===== src/design/evr_pkg.sv =====
// Shared constants for the event router and its controller
package evr_pkg;
  // ****************************************
  // Sizes
  // ****************************************
  localparam int NUM_CH = 12;
  localparam int NUM_GEN_DEF = 74;
  localparam int NUM_USERS_DEF = 29;
  localparam int ADDR_W = 8;
  localparam int DATA_W = 32;
  localparam int CH_IDX_W = 4;
  localparam int USR_IDX_W = 5;
  localparam int CH_SEL_W = 5;
  localparam int GENERATOR_SELECT_W = 7;
  // ****************************************
  // Register offsets
  // ****************************************
  localparam logic [7:0] OFF_CTRL = 8'h00;
  localparam logic [7:0] OFF_CHANNEL = 8'h04;
  localparam logic [7:0] OFF_USER = 8'h08;
  localparam logic [7:0] OFF_CHSTATE = 8'h0C;
  localparam logic [7:0] OFF_INTEN_CLR = 8'h10;
  localparam logic [7:0] OFF_INTEN_SET = 8'h14;
  localparam logic [7:0] OFF_IRQ_FLAG_REG = 8'h18;
  // ****************************************
  // Field positions
  // ****************************************
  localparam int B_SRST = 0;
  localparam int B_CLKREQ = 4;
  localparam int B_DBGSTOP = 6;
  localparam int B_CH_IDX = 0;
  localparam int B_SOFT_EVENT_BIT = 8;
  localparam int B_GENERATOR_SELECT = 16;
  localparam int B_EDGE = 26;
  localparam int B_PATH = 24;
  localparam int B_USR_IDX = 0;
  localparam int B_USR_CH = 8;
  localparam int B_HI = 16;
  // ****************************************
  // Access sizes and encodings
  // ****************************************
  typedef enum logic [1:0] {SZ_BYTE, SZ_HALF, SZ_WORD} evr_size_t;
  localparam logic [1:0] PATH_SYNC = 2'h0;
  localparam logic [1:0] PATH_RESYNC = 2'h1;
  localparam logic [1:0] PATH_ASYNC = 2'h2;
  localparam logic [1:0] EDGE_NONE = 2'h0;
  localparam logic [1:0] EDGE_RISE = 2'h1;
  localparam logic [1:0] EDGE_FALL = 2'h2;
  localparam logic [1:0] EDGE_BOTH = 2'h3;
  // ****************************************
  // Controller register indices
  // ****************************************
  localparam logic [2:0] CR_TARGET = 3'h0;
  localparam logic [2:0] CR_WDATA = 3'h1;
  localparam logic [2:0] CR_CMD = 3'h2;
  localparam logic [2:0] CR_RDATA = 3'h3;
  localparam logic [2:0] CR_STATUS = 3'h4;
  localparam int B_T_SIZE = 8;
  localparam int B_T_DBG = 12;
  localparam int B_CMD_WR = 0;
  localparam int B_CMD_RD = 1;
endpackage


===== src/design/evr_if.sv =====
// Interface joining the event router and its controller
`timescale 1ns/1ns
`default_nettype none
interface evr_if #(
  parameter int NUM_GEN = 74,
  parameter int NUM_USERS = 29
);
  logic [7:0] addr;
  logic [31:0] wdata;
  logic [1:0] size;
  logic wr;
  logic rd;
  logic [31:0] rdata;
  logic wprot;
  logic dbg_access;
  logic cpu_halted;
  logic [NUM_GEN-1:0] gen_evt;
  logic [NUM_USERS-1:0] user_ready;
  logic [NUM_USERS-1:0] user_evt;
  logic [11:0] gclk_req;
  logic irq;
  modport dev (
    input addr, wdata, size, wr, rd, wprot, dbg_access, cpu_halted,
    input gen_evt, user_ready,
    output rdata, user_evt, gclk_req, irq
  );
  modport host (
    output addr, wdata, size, wr, rd, wprot, dbg_access, cpu_halted,
    output gen_evt, user_ready,
    input rdata, user_evt, gclk_req, irq
  );
endinterface
`default_nettype wire


===== src/design/evr_router.sv =====
// Event router: channels, user multiplexers and register file
// Overview of operation
// [RQ1] Each channel picks one generator; sharing allowed
// [RQ2] Software programs user mux before channel
// [RQ3] One multiplexer per user selects one channel
// [RQ4] User config: 16-bit write, 8-bit index readback
// [RQ5] Channel config: 32-bit write, 8-bit index readback
// [RQ6] No enable; always running after reset
// [RQ7] Soft reset clears registers, cancels events
// [RQ8] Three paths: async, sync, resync
// [RQ9] Async path passes generator without clocking
// [RQ10] Async: no interrupts, zero status, no edges
// [RQ11] Clocked paths detect rising, falling, both
// [RQ12] Sync only with shared clock, else async
// [RQ13] Resync path resamples generator into channel clock
// [RQ14] Clocked paths raise interrupts, update status
// [RQ15] Clock requested on demand unless always-request set
// [RQ16] Software command emits a channel event
// [RQ17] Keeps running in debug unless debug stop set
// [RQ18] Write protection except flags; debugger bypasses
// [RQ19] One interrupt request output
// [RQ20] Clocked paths need edge mode; no both for pulses
// [RQ21] Generator selection resets to zero, unconnected
// [RQ22] Twelve channels, any generator
// [RQ23] Soft reset bit clears itself
//
// The implementer's own choices: the register addresses and the address-and-strobe port.
`timescale 1ns/1ns
`default_nettype none
module evr_router #(
  parameter int NUM_GEN = 74,
  parameter int NUM_USERS = 29
) (
  input wire logic sys_clk,
  input wire logic rst,
  evr_if.dev bus
);
  import evr_pkg::*;
  // ****************************************
  // Helpers
  // ****************************************
  function automatic logic gen_pick(input logic [NUM_GEN-1:0] g,
                                    input logic [GENERATOR_SELECT_W-1:0] sel);
    gen_pick = (sel != '0 && int'(sel) <= NUM_GEN) ? g[int'(sel) - 1] : 1'b0;
  endfunction
  function automatic logic edge_hit(input logic [1:0] mode,
                                    input logic now, input logic old);
    case (mode)
      EDGE_RISE: edge_hit = now & ~old;
      EDGE_FALL: edge_hit = ~now & old;
      EDGE_BOTH: edge_hit = now ^ old;
      default: edge_hit = 1'b0;
    endcase
  endfunction
  // ****************************************
  // Registers
  // ****************************************
  logic srst_reg, clk_req_all_reg, dbg_stop_reg;
  logic [CH_IDX_W-1:0] ch_idx_reg;
  logic [USR_IDX_W-1:0] usr_idx_reg;
  logic [CH_SEL_W-1:0] usr_sel_reg [NUM_USERS];
  logic [GENERATOR_SELECT_W-1:0] ch_gen_reg [NUM_CH];
  logic [1:0] ch_path_reg [NUM_CH];
  logic [1:0] ch_edge_reg [NUM_CH];
  logic [NUM_CH-1:0] en_ovr_reg, en_evd_reg, flag_ovr_reg, flag_evd_reg;
  logic [NUM_CH-1:0] busy_reg, pulse_reg, usr_rdy, ch_out, clocked;
  logic [NUM_CH-1:0] evt, sw_pulse, set_ovr;
  logic [31:0] rdata_reg, flag_clr;
  logic clr, wr_ok, halt_now;
  // Soft reset lasts exactly one cycle and then frees itself
  assign clr = rst | srst_reg; // [RQ7] [RQ23]
  // Interrupt flags stay writable; debugger writes ignore protection
  assign wr_ok = bus.wr & (~bus.wprot | bus.dbg_access); // [RQ18]
  assign halt_now = dbg_stop_reg & bus.cpu_halted; // [RQ17]
  assign flag_clr = (bus.wr && bus.addr == OFF_IRQ_FLAG_REG) ? // [RQ18]
                    bus.wdata : '0;
  // No enable bit exists: the fabric runs whenever clr is low [RQ6]
  always_ff @(posedge sys_clk) begin
    if (clr) begin
      srst_reg <= 1'b0;
      clk_req_all_reg <= 1'b0;
      dbg_stop_reg <= 1'b0;
    end else if (wr_ok && bus.addr == OFF_CTRL) begin
      srst_reg <= bus.wdata[B_SRST]; // [RQ7]
      clk_req_all_reg <= bus.wdata[B_CLKREQ];
      dbg_stop_reg <= bus.wdata[B_DBGSTOP];
    end
  end
  // ****************************************
  // Channel configuration
  // ****************************************
  always_ff @(posedge sys_clk) begin
    if (clr) begin
      ch_idx_reg <= '0;
      for (int i = 0; i < NUM_CH; i++) begin
        ch_gen_reg[i] <= '0; // [RQ21]
        ch_path_reg[i] <= PATH_SYNC;
        ch_edge_reg[i] <= EDGE_NONE;
      end
    end else if (wr_ok && bus.addr == OFF_CHANNEL) begin
      ch_idx_reg <= bus.wdata[B_CH_IDX +: CH_IDX_W]; // [RQ5]
      if (bus.size == SZ_WORD) begin
        for (int i = 0; i < NUM_CH; i++) begin
          if (int'(bus.wdata[B_CH_IDX +: CH_IDX_W]) == i) begin
            ch_gen_reg[i] <= bus.wdata[B_GENERATOR_SELECT +: GENERATOR_SELECT_W]; // [RQ1]
            ch_path_reg[i] <= bus.wdata[B_PATH +: 2]; // [RQ8]
            ch_edge_reg[i] <= bus.wdata[B_EDGE +: 2];
          end
        end
      end
    end
  end
  // ****************************************
  // User multiplexer configuration
  // ****************************************
  always_ff @(posedge sys_clk) begin
    if (clr) begin
      usr_idx_reg <= '0;
      for (int u = 0; u < NUM_USERS; u++) begin
        usr_sel_reg[u] <= '0;
      end
    end else if (wr_ok && bus.addr == OFF_USER) begin
      usr_idx_reg <= bus.wdata[B_USR_IDX +: USR_IDX_W]; // [RQ4]
      if (bus.size == SZ_HALF) begin
        for (int u = 0; u < NUM_USERS; u++) begin
          if (int'(bus.wdata[B_USR_IDX +: USR_IDX_W]) == u) begin
            usr_sel_reg[u] <= bus.wdata[B_USR_CH +: CH_SEL_W];
          end
        end
      end
    end
  end
  // ****************************************
  // Channel datapath
  // ****************************************
  for (genvar g = 0; g < NUM_CH; g++) begin : g_ch
    logic raw, sync1_reg, sync2_reg, prev_reg, sample;
    assign raw = gen_pick(bus.gen_evt, ch_gen_reg[g]); // [RQ1] [RQ22]
    assign clocked[g] = ch_path_reg[g] != PATH_ASYNC;
    assign sample = (ch_path_reg[g] == PATH_RESYNC) ? sync2_reg : raw;
    assign sw_pulse[g] = wr_ok && bus.addr == OFF_CHANNEL &&
                         bus.size == SZ_WORD && bus.wdata[B_SOFT_EVENT_BIT] &&
                         int'(bus.wdata[B_CH_IDX +: CH_IDX_W]) == g; // [RQ16]
    assign evt[g] = clocked[g] & ~halt_now &
                    (edge_hit(ch_edge_reg[g], sample, prev_reg) |
                     sw_pulse[g]); // [RQ11]
    assign ch_out[g] = clocked[g] ? pulse_reg[g] : raw; // [RQ8] [RQ9]
    assign set_ovr[g] = evt[g] & (busy_reg[g] | ~usr_rdy[g]);
    // Clocked channels want the clock while something moves through them, or always when clk_req_all_reg is set
    assign bus.gclk_req[g] = clocked[g] & (clk_req_all_reg |
                             busy_reg[g] | pulse_reg[g] |
                             (raw ^ prev_reg)); // [RQ15]
    always_ff @(posedge sys_clk) begin
      if (clr) begin
        sync1_reg <= 1'b0;
        sync2_reg <= 1'b0;
        prev_reg <= 1'b0;
      end else begin
        sync1_reg <= raw; // [RQ13]
        sync2_reg <= sync1_reg;
        if (!halt_now) begin
          prev_reg <= sample;
        end
      end
    end
    always_ff @(posedge sys_clk) begin
      if (clr) begin
        pulse_reg[g] <= 1'b0;
        busy_reg[g] <= 1'b0;
      end else begin
        pulse_reg[g] <= evt[g];
        busy_reg[g] <= evt[g] | (busy_reg[g] & ~usr_rdy[g]);
      end
    end
  end
  // ****************************************
  // User side
  // ****************************************
  // Selection 0 means no channel; n selects channel n-1
  always_comb begin
    usr_rdy = '1;
    bus.user_evt = '0;
    for (int u = 0; u < NUM_USERS; u++) begin
      for (int c = 0; c < NUM_CH; c++) begin
        if (int'(usr_sel_reg[u]) == c + 1) begin
          bus.user_evt[u] = ch_out[c]; // [RQ3]
          usr_rdy[c] = usr_rdy[c] & bus.user_ready[u];
        end
      end
    end
  end
  // ****************************************
  // Interrupt enables and flags
  // ****************************************
  always_ff @(posedge sys_clk) begin
    if (clr) begin
      en_ovr_reg <= '0;
      en_evd_reg <= '0;
    end else if (wr_ok && bus.addr == OFF_INTEN_SET) begin
      en_ovr_reg <= en_ovr_reg | bus.wdata[0 +: NUM_CH];
      en_evd_reg <= en_evd_reg | bus.wdata[B_HI +: NUM_CH];
    end else if (wr_ok && bus.addr == OFF_INTEN_CLR) begin
      en_ovr_reg <= en_ovr_reg & ~bus.wdata[0 +: NUM_CH];
      en_evd_reg <= en_evd_reg & ~bus.wdata[B_HI +: NUM_CH];
    end
  end
  // Write-one-to-clear; a new event beats the clear
  always_ff @(posedge sys_clk) begin
    if (clr) begin
      flag_ovr_reg <= '0;
      flag_evd_reg <= '0;
    end else begin
      flag_ovr_reg <= (flag_ovr_reg & ~flag_clr[0 +: NUM_CH]) | set_ovr;
      flag_evd_reg <= (flag_evd_reg & ~flag_clr[B_HI +: NUM_CH]) |
                      evt; // [RQ14]
    end
  end
  // Async channels never set flags since evt is masked [RQ10]
  assign bus.irq = |((flag_ovr_reg & en_ovr_reg) |
                     (flag_evd_reg & en_evd_reg)); // [RQ19]
  // ****************************************
  // Read port
  // ****************************************
  always_ff @(posedge sys_clk) begin
    if (clr) begin
      rdata_reg <= '0;
    end else if (bus.rd) begin
      rdata_reg <= '0;
      case (bus.addr)
        OFF_CTRL: begin
          rdata_reg[B_SRST] <= srst_reg;
          rdata_reg[B_CLKREQ] <= clk_req_all_reg;
          rdata_reg[B_DBGSTOP] <= dbg_stop_reg;
        end
        OFF_CHANNEL: begin
          for (int i = 0; i < NUM_CH; i++) begin
            if (int'(ch_idx_reg) == i) begin // [RQ5]
              rdata_reg[B_CH_IDX +: CH_IDX_W] <= ch_idx_reg;
              rdata_reg[B_GENERATOR_SELECT +: GENERATOR_SELECT_W] <= ch_gen_reg[i];
              rdata_reg[B_PATH +: 2] <= ch_path_reg[i];
              rdata_reg[B_EDGE +: 2] <= ch_edge_reg[i];
            end
          end
        end
        OFF_USER: begin
          rdata_reg[B_USR_IDX +: USR_IDX_W] <= usr_idx_reg;
          for (int u = 0; u < NUM_USERS; u++) begin
            if (int'(usr_idx_reg) == u) begin // [RQ4]
              rdata_reg[B_USR_CH +: CH_SEL_W] <= usr_sel_reg[u];
            end
          end
        end
        OFF_CHSTATE: begin
          rdata_reg[0 +: NUM_CH] <= usr_rdy & clocked; // [RQ10] [RQ14]
          rdata_reg[B_HI +: NUM_CH] <= busy_reg & clocked;
        end
        OFF_INTEN_CLR, OFF_INTEN_SET: begin
          rdata_reg[0 +: NUM_CH] <= en_ovr_reg;
          rdata_reg[B_HI +: NUM_CH] <= en_evd_reg;
        end
        OFF_IRQ_FLAG_REG: begin
          rdata_reg[0 +: NUM_CH] <= flag_ovr_reg;
          rdata_reg[B_HI +: NUM_CH] <= flag_evd_reg;
        end
        default: rdata_reg <= '0;
      endcase
    end
  end
  assign bus.rdata = rdata_reg;
endmodule
`default_nettype wire


===== src/flat_wrapper.sv =====
// flat-port wrapper written by rule: the top's interface ports become plain ports
module evr_router_flat import evr_pkg::*;
#(
  parameter int NUM_GEN = 74,
  parameter int NUM_USERS = 29
)
  (sys_clk, rst, bus_addr, bus_wdata, bus_size, bus_wr, bus_rd, bus_wprot, bus_dbg_access, bus_cpu_halted, bus_gen_evt, bus_user_ready, bus_rdata, bus_user_evt, bus_gclk_req, bus_irq);
  evr_if #(.NUM_GEN(NUM_GEN), .NUM_USERS(NUM_USERS)) bus_i ();
  input wire logic sys_clk;
  input wire logic rst;
  input wire logic [$bits(bus_i.addr)-1:0] bus_addr;
  input wire logic [$bits(bus_i.wdata)-1:0] bus_wdata;
  input wire logic [$bits(bus_i.size)-1:0] bus_size;
  input wire logic [$bits(bus_i.wr)-1:0] bus_wr;
  input wire logic [$bits(bus_i.rd)-1:0] bus_rd;
  input wire logic [$bits(bus_i.wprot)-1:0] bus_wprot;
  input wire logic [$bits(bus_i.dbg_access)-1:0] bus_dbg_access;
  input wire logic [$bits(bus_i.cpu_halted)-1:0] bus_cpu_halted;
  input wire logic [$bits(bus_i.gen_evt)-1:0] bus_gen_evt;
  input wire logic [$bits(bus_i.user_ready)-1:0] bus_user_ready;
  output wire logic [$bits(bus_i.rdata)-1:0] bus_rdata;
  output wire logic [$bits(bus_i.user_evt)-1:0] bus_user_evt;
  output wire logic [$bits(bus_i.gclk_req)-1:0] bus_gclk_req;
  output wire logic [$bits(bus_i.irq)-1:0] bus_irq;
  assign bus_i.addr = bus_addr;
  assign bus_i.wdata = bus_wdata;
  assign bus_i.size = bus_size;
  assign bus_i.wr = bus_wr;
  assign bus_i.rd = bus_rd;
  assign bus_i.wprot = bus_wprot;
  assign bus_i.dbg_access = bus_dbg_access;
  assign bus_i.cpu_halted = bus_cpu_halted;
  assign bus_i.gen_evt = bus_gen_evt;
  assign bus_i.user_ready = bus_user_ready;
  assign bus_rdata = bus_i.rdata;
  assign bus_user_evt = bus_i.user_evt;
  assign bus_gclk_req = bus_i.gclk_req;
  assign bus_irq = bus_i.irq;
  evr_router #(.NUM_GEN(NUM_GEN), .NUM_USERS(NUM_USERS)) u_core (.sys_clk(sys_clk), .rst(rst), .bus(bus_i));
endmodule

===== config.mk =====
export PLATFORM = sky130hd
export DESIGN_NAME = evr_router_flat
export DESIGN_NICKNAME = d
export VERILOG_FILES = /design/src/design/evr_pkg.sv /design/src/design/evr_if.sv /design/src/design/evr_router.sv /design/src/flat_wrapper.sv
export SDC_FILE = /design/constraint.sdc
export NUM_CORES = 2
export LEC_CHECK = 0
export BUFFER_PORTS_ARGS = -buffer_cell sky130_fd_sc_hd__buf_2
export CORE_MARGIN = 4
export CORE_UTILIZATION = 40
export CTS_CLUSTER_SIZE = 30
export DETAILED_ROUTE_END_ITERATION = 16
export PLACE_DENSITY = 0.65
export SKIP_LAST_GASP = 1
export SLEW_MARGIN = 5
export SYNTH_ARGS = -nofsm -noshare
export SYNTH_HDL_FRONTEND = slang
export SYNTH_SLANG_ARGS = --single-unit
export TNS_END_PERCENT = 10

===== constraint.sdc =====
create_clock -name sys_clk -period 9.4 [get_ports sys_clk]
set_input_delay 0.47 -clock sys_clk [delete_from_list [all_inputs] [get_ports sys_clk]]
set_output_delay 0.47 -clock sys_clk [all_outputs]
set_load 0.01 [all_outputs]

## Word-level counts from Yosys, hierarchy flattened

Memory sizes are Yosys's and may differ from the RTL's.
Index checks and enable logic that the tools add are counted.
Widths: inputs -> output; s select.

- Input port bits: 152
- Memory bits (writable): 277
- Bits in registers: 145
- Logic and storage cells: 2429
- Memories: 4

- $lt $le $gt $ge: 24
- Equality and inequality tests: 494
- Bitwise operators: 640
- Multiplexer cells: 1133
- Reduce and logical (&&, ||, !) cells: 52
- $add $sub $neg: 12

Memory list:

| memory | words | bits a word | rd ports | clocked after Yosys merged registers in | wr ports | RTL line | RTL |
|---|---|---|---|---|---|---|---|
| u_core.usr_sel_reg | 29 | 5 | 29 | 0 | 29 | evr_router.sv:61 | `logic [CH_SEL_W-1:0] usr_sel_reg [NUM_USERS];` |
| u_core.ch_gen_reg | 12 | 7 | 12 | 0 | 12 | evr_router.sv:62 | `logic [GENERATOR_SELECT_W-1:0] ch_gen_reg [NUM_CH];` |
| u_core.ch_edge_reg | 12 | 2 | 12 | 0 | 12 | evr_router.sv:64 | `logic [1:0] ch_edge_reg [NUM_CH];` |
| u_core.ch_path_reg | 12 | 2 | 12 | 0 | 12 | evr_router.sv:63 | `logic [1:0] ch_path_reg [NUM_CH];` |

Operators with widths:

| operator | number |
|---|---|
| $mux 1 | 964 |
| $eq 5x5->1 const B | 177 |
| $eq 5x4->1 const B | 132 |
| $and 1x1->1 | 422 |
| $lt 32x9->1 const B | 12 |
| $eq 5x3->1 const B | 64 |
| $mux 5 | 58 |
| $mux 7 | 24 |
| $eq 5x2->1 const B | 31 |
| $or 1x1->1 | 139 |
| $and 12x12->12 | 8 |
| $mux 4 | 24 |
| $sub 7x1->8 const B | 12 |
| $bmux 1 s7 | 12 |
| $le 7x7->1 const B | 12 |
| $reduce_bool 7->1 | 12 |
| $eq 4x4->1 const B | 16 |
| $or 12x12->12 | 5 |
| $eq 2x1->1 const B | 25 |
| $eq 2x2->1 const B | 25 |
| $mux 12 | 4 |
| $mux 2 | 24 |
| $not 12->12 | 4 |
| $pmux 1 s3 | 15 |
| 22 further kinds | 134 |

## Longest topological paths before layout

An unclocked memory read counts as a cell.

- Depth after elaboration: 63
- Depth in mapped cells: 23
- Gate-level depth less buffers: 18

## Least setup slack after synthesis

OpenSTA, ideal clock, no wires.

- Kind: reg2out
- Start point: mem u_core.ch_gen_reg[8][0], in the netlist u_core.ch_gen_reg[0][56]
- End point: out bus_user_evt[12]
- Data required time: 8930 ps
- Buffers on the path: 5
- Stages on the path, launching flop included: 18
- Data arrival time: 3920 ps
- Setup slack: 5010 ps
- Cell sequence: edfxtp_1 > buf_2 > inv_1 > ha_1 > clkbuf_1 > clkbuf_1 > mux4_2 > mux4_2 > o2111ai_1 > nand3_2 > mux2i_4 > buf_6 > buf_6 > nor2_1 > a21oi_1 > a31oi_1 > o21ai_1 > o221ai_1

RTL lines:

| item | RTL line | RTL |
|---|---|---|
| from (decl) | evr_router.sv:62 |  |
| to (decl) | flat_wrapper.sv:22 | `output wire logic [$bits(bus_i.user_evt)-1:0] bus_user_evt;` |

==> impl_metrics.yaml <==
status:
  status: "finished, final reports clean"
power_and_ir_drop:
  ir_worst_vdd_v: 0.000164
  int_power_mw: 3.82
  leakagePower_nw: 14.3
  p_total_mw: 5.94
  switchingPower_mw: 2.12
  sw_frac_of_total_pct: 35.7
  share_comb_of_total_power_pct: 27.3
  clockPowerShare_pct: 33.4
  power_frac_seq_pct: 39.3
  powerDensity_nw_per_um2: 144
logic_synthesis:
  synth_top_flop_cell: "edfxtp_1"
  synthesis.yosys.warnings: 0
  syn-mean-instance-area_um2: 8.70
  number_of_flops_mapped_to_enable_cells_by_yosys: 277
  synth_cells: 4378
  register_bit_count_reported_by_yosys: 422
  synthesis.area_um2: 38100
  asyncSetResetFlopFracSynth_pct: 0
  sequential_area_share_after_synthesis_pct: 29.4
  synth_area_leaders: "edfxtp_1, mux4_2, dfxtp_1, nor2_1, nand2_1"
  synth_top_area_share_pct: 21.8
  yosys.cell_types.count: 124
  synth_top_area_cell: "edfxtp_1"
worst_setup_path:
  worst-r2r-cell-count: 19
  timing.critical_path.slowest_cell_delay_ns: 0.77
  worstPathCellList: "buf_4 -> inv_1 -> ha_1 -> xor2_2 -> mux4_1 -> mux4_2 -> nand2b_1 -> a22oi_2 -> a41oi_4 -> buf_4 -> nand2_1 -> o211ai_1 -> a21oi_1 -> o21ai_1 -> o221ai_1 -> buf_2"
  crit_start: "u_core.ch_gen_reg[0][14]"
  cp.buffers_inverters: 4
  cp-end-kind: "primary output"
  path_class: "reg -> out"
  crit_path_frequent_cell: "buf_4"
  critPathMaxFanout: 24
  timing.critical_path.from_type: "register"
  crit_end: "bus_user_evt[16]"
  critical_path_stages: 16
  rrSetupSlack_ns: 3.38
  timing.critical_path.arrival_ns: 6.33
  worst_r2r_endpoint: "u_core.flag_ovr_reg[10]"
  critPathSlowestCell: "a41oi_4"
  critPathRequiredTime_ns: 8.93
  critical_path.reg2reg.startpoint: "u_core.ch_gen_reg[0][70]"
  critPathTopFamily: "compound AO/OA/AOI/OAI gates"
clocking:
  cts_tree: "yes"
  post_cts_resize_count: 0
  postCtsHoldBufs: 0
  cts.path.max_buffers: 3
  number_of_clock_buffers_inserted_by_tritoncts: 48
  cts-root-buf: "clkbuf_16"
  worstSkewPairLatency_ns: 0.65
  cts_setup_buffers: 0
  path_clk_slew_ns: 0.06
  htree_levels: 2
  cts.sinks: 422
cells_and_area:
  post-route-cell-area_um2: 41200
  layout-area-overhead-vs-synth_pct: 8.00
  mostFrequentLayoutCells: "nor2_1, nand2_1, edfxtp_1, a21oi_1, mux4_2"
  drive_gt1_share_pct: 16.8
  num-nets-final: 4506
  layout_commonest_cell: "nor2_1"
  finish.utilization_pct: 43.8
  largest_register_ffs: 145
  fill_cells: 9296
timing:
  timing.clock.skew_ns: 0.0743
  fin_crit_sh_pct: 72.4
  fin_tns_setup_ns: 0
  worstMarginPinSlew_ns: 1.34
  rsz0062_at_grt: "no"
  fmax_mhz: 147
  report.final.slew_viol_count: 0
  layout_min_cycle_time_ns: 6.80
  report.final.setup_viol: 0
  timing_hold_violations_final: 0
  timing.hold.ws_ns: 0.146
  max_slew_margin_pct: 9.90
floorplanning:
  die_area_um2: 100000
  top_level_ports: 226
  initial_utilization_pct: 40.6
  floorplan.die.width_um: 317
  chipHeight_um: 317
  design.core.area_um2: 93900
  fp-row-count: 112
min_path:
  min-delay-path-class: "in -> reg"
drt:
  wl_per_cell_um: 35.6
  detail_route.drc_violations: 0
  dr_total_vias: 40051
  antenna_violating_nets_post_route: 0
  route.detailed.vias_per_inst: 7.15
  first_iter_violations: 7015
  drt-pass1-iter-count: 8
  route.final.wire_length_um: 199000
grt:
  grt_antenna_before_repair: 9
  grt_remaining_overflow: 0
  grt_first_pass_wirelength_um: 275000
  pin_count_of_the_biggest_net_entering_global_routing: 57
  grt_usage_pct: 38.3
  vias_in_the_first_global_route: 36444
run:
  maxCapViolCount: 0
placement:
  place.detailed.hpwl_um: 150000
  io_buffer_count: 211
  placedInstanceArea_um2: 39500
  gp_congestion: 1.06
[per-layer routing]
metal / wire (µm) / share of wire, % / vias to the layer above / GRT usage, %
met5: 207 / 0.10 / - / 0.774
met4: 11000 / 5.5 / 14 / 16.0
met3: 31900 / 16 / 678 / 13.8
met2: 82100 / 41 / 3497 / 55.6
met1: 74100 / 37 / 19393 / 51.5
li1: - / - / 16469 / -
[cell type report]
| type | count | area (µm²) | area share, % |
|---|---|---|---|
| multi-input cells | 3403 | 24500 | 59.6 |
| flip-flops and latches | 422 | 11200 | 27.3 |
| repair buffers | 286 | 1620 | 3.93 |
| well taps | 1254 | 1570 | 3.81 |
| clock buffers | 63 | 1300 | 3.15 |
| inverters | 145 | 544 | 1.32 |
| clock inverters | 26 | 363 | 0.882 |
| diodes | 4 | 10.0 | 0.0243 |
[cell usage after synthesis, types with 46 or more instances]
cell / number
o22ai_1: 53
dfxtp_1: 145
buf_2: 53
nor2_1: 540
nand4_1: 46
mux4_2: 218
inv_1: 142
clkbuf_1: 284
nor4_1: 47
o21ai_0: 202
nor3_1: 159
a21oi_1: 230
nand2b_1: 83
mux2i_1: 105
nand3_1: 143
nor2b_1: 68
nand2_1: 423
ha_1: 48
a22oi_1: 87
a31oi_1: 66
nor3b_1: 48
edfxtp_1: 277
[how the worst min path moves through the flow]
stage | start | to | slack (ns) | cells after the start
after floorplan | u_core.g_ch[0].sync1_reg | u_core.g_ch[0].sync2_reg | 0.41 | 1
after global placement | u_core.g_ch[3].sync1_reg | u_core.g_ch[3].sync2_reg | 0.41 | 1
after detailed placement | u_core.g_ch[3].sync1_reg | u_core.g_ch[3].sync2_reg | 0.41 | 1
after CTS | bus_wdata[21] | register | 0.13 | 3
after global routing | bus_wdata[21] | register | 0.17 | 3
final | bus_wdata[21] | register | 0.15 | 3
[power groups by stage]
| stage | logic, mW | registers (mW) | clock network, mW |
|---|---|---|---|
| 2_1_floorplan | 1.06 | 2.19 | 0 |
| 3_3_place_gp | 1.53 | 2.34 | 0 |
| 3_5_place_dp | 1.54 | 2.35 | 0 |
| 4_1_cts | 1.55 | 2.31 | 1.98 |
| 5_1_grt | 1.68 | 2.33 | 2.07 |
| 6_report | 1.62 | 2.33 | 1.98 |
[worst min-delay path, stage by stage]
cell     delay [ns]
buf_2          0.14
nand3_1        0.08
a21oi_1        0.06
[cells by family after synthesis]
| logic type | count (synthesis) | synth area share, % |
|---|---|---|
| DFF | 422 | 29.4 |
| xor gates and xnor gates | 70 | 1.71 |
| and+or+nand+nor | 1800 | 23.0 |
| adders and majority gates | 48 | 1.58 |
| muxes | 381 | 17.9 |
| AOI/OAI and AO/OA | 1097 | 19.9 |
| other | 1 | 0.00984 |
| buffers and inverters | 559 | 6.46 |
[per-stage QoR]
stage / cells / setup WS, ns
5_1_grt: 5599 / 2.47
2_1_floorplan: 4384 / 5.01
3_3_place_gp: 5510 / 3.51
3_5_place_dp: 5510 / 3.52
4_1_cts: 5599 / 2.80
6_report: 5603 / 2.60
Note: power is estimated with default switching activity, not from simulation.
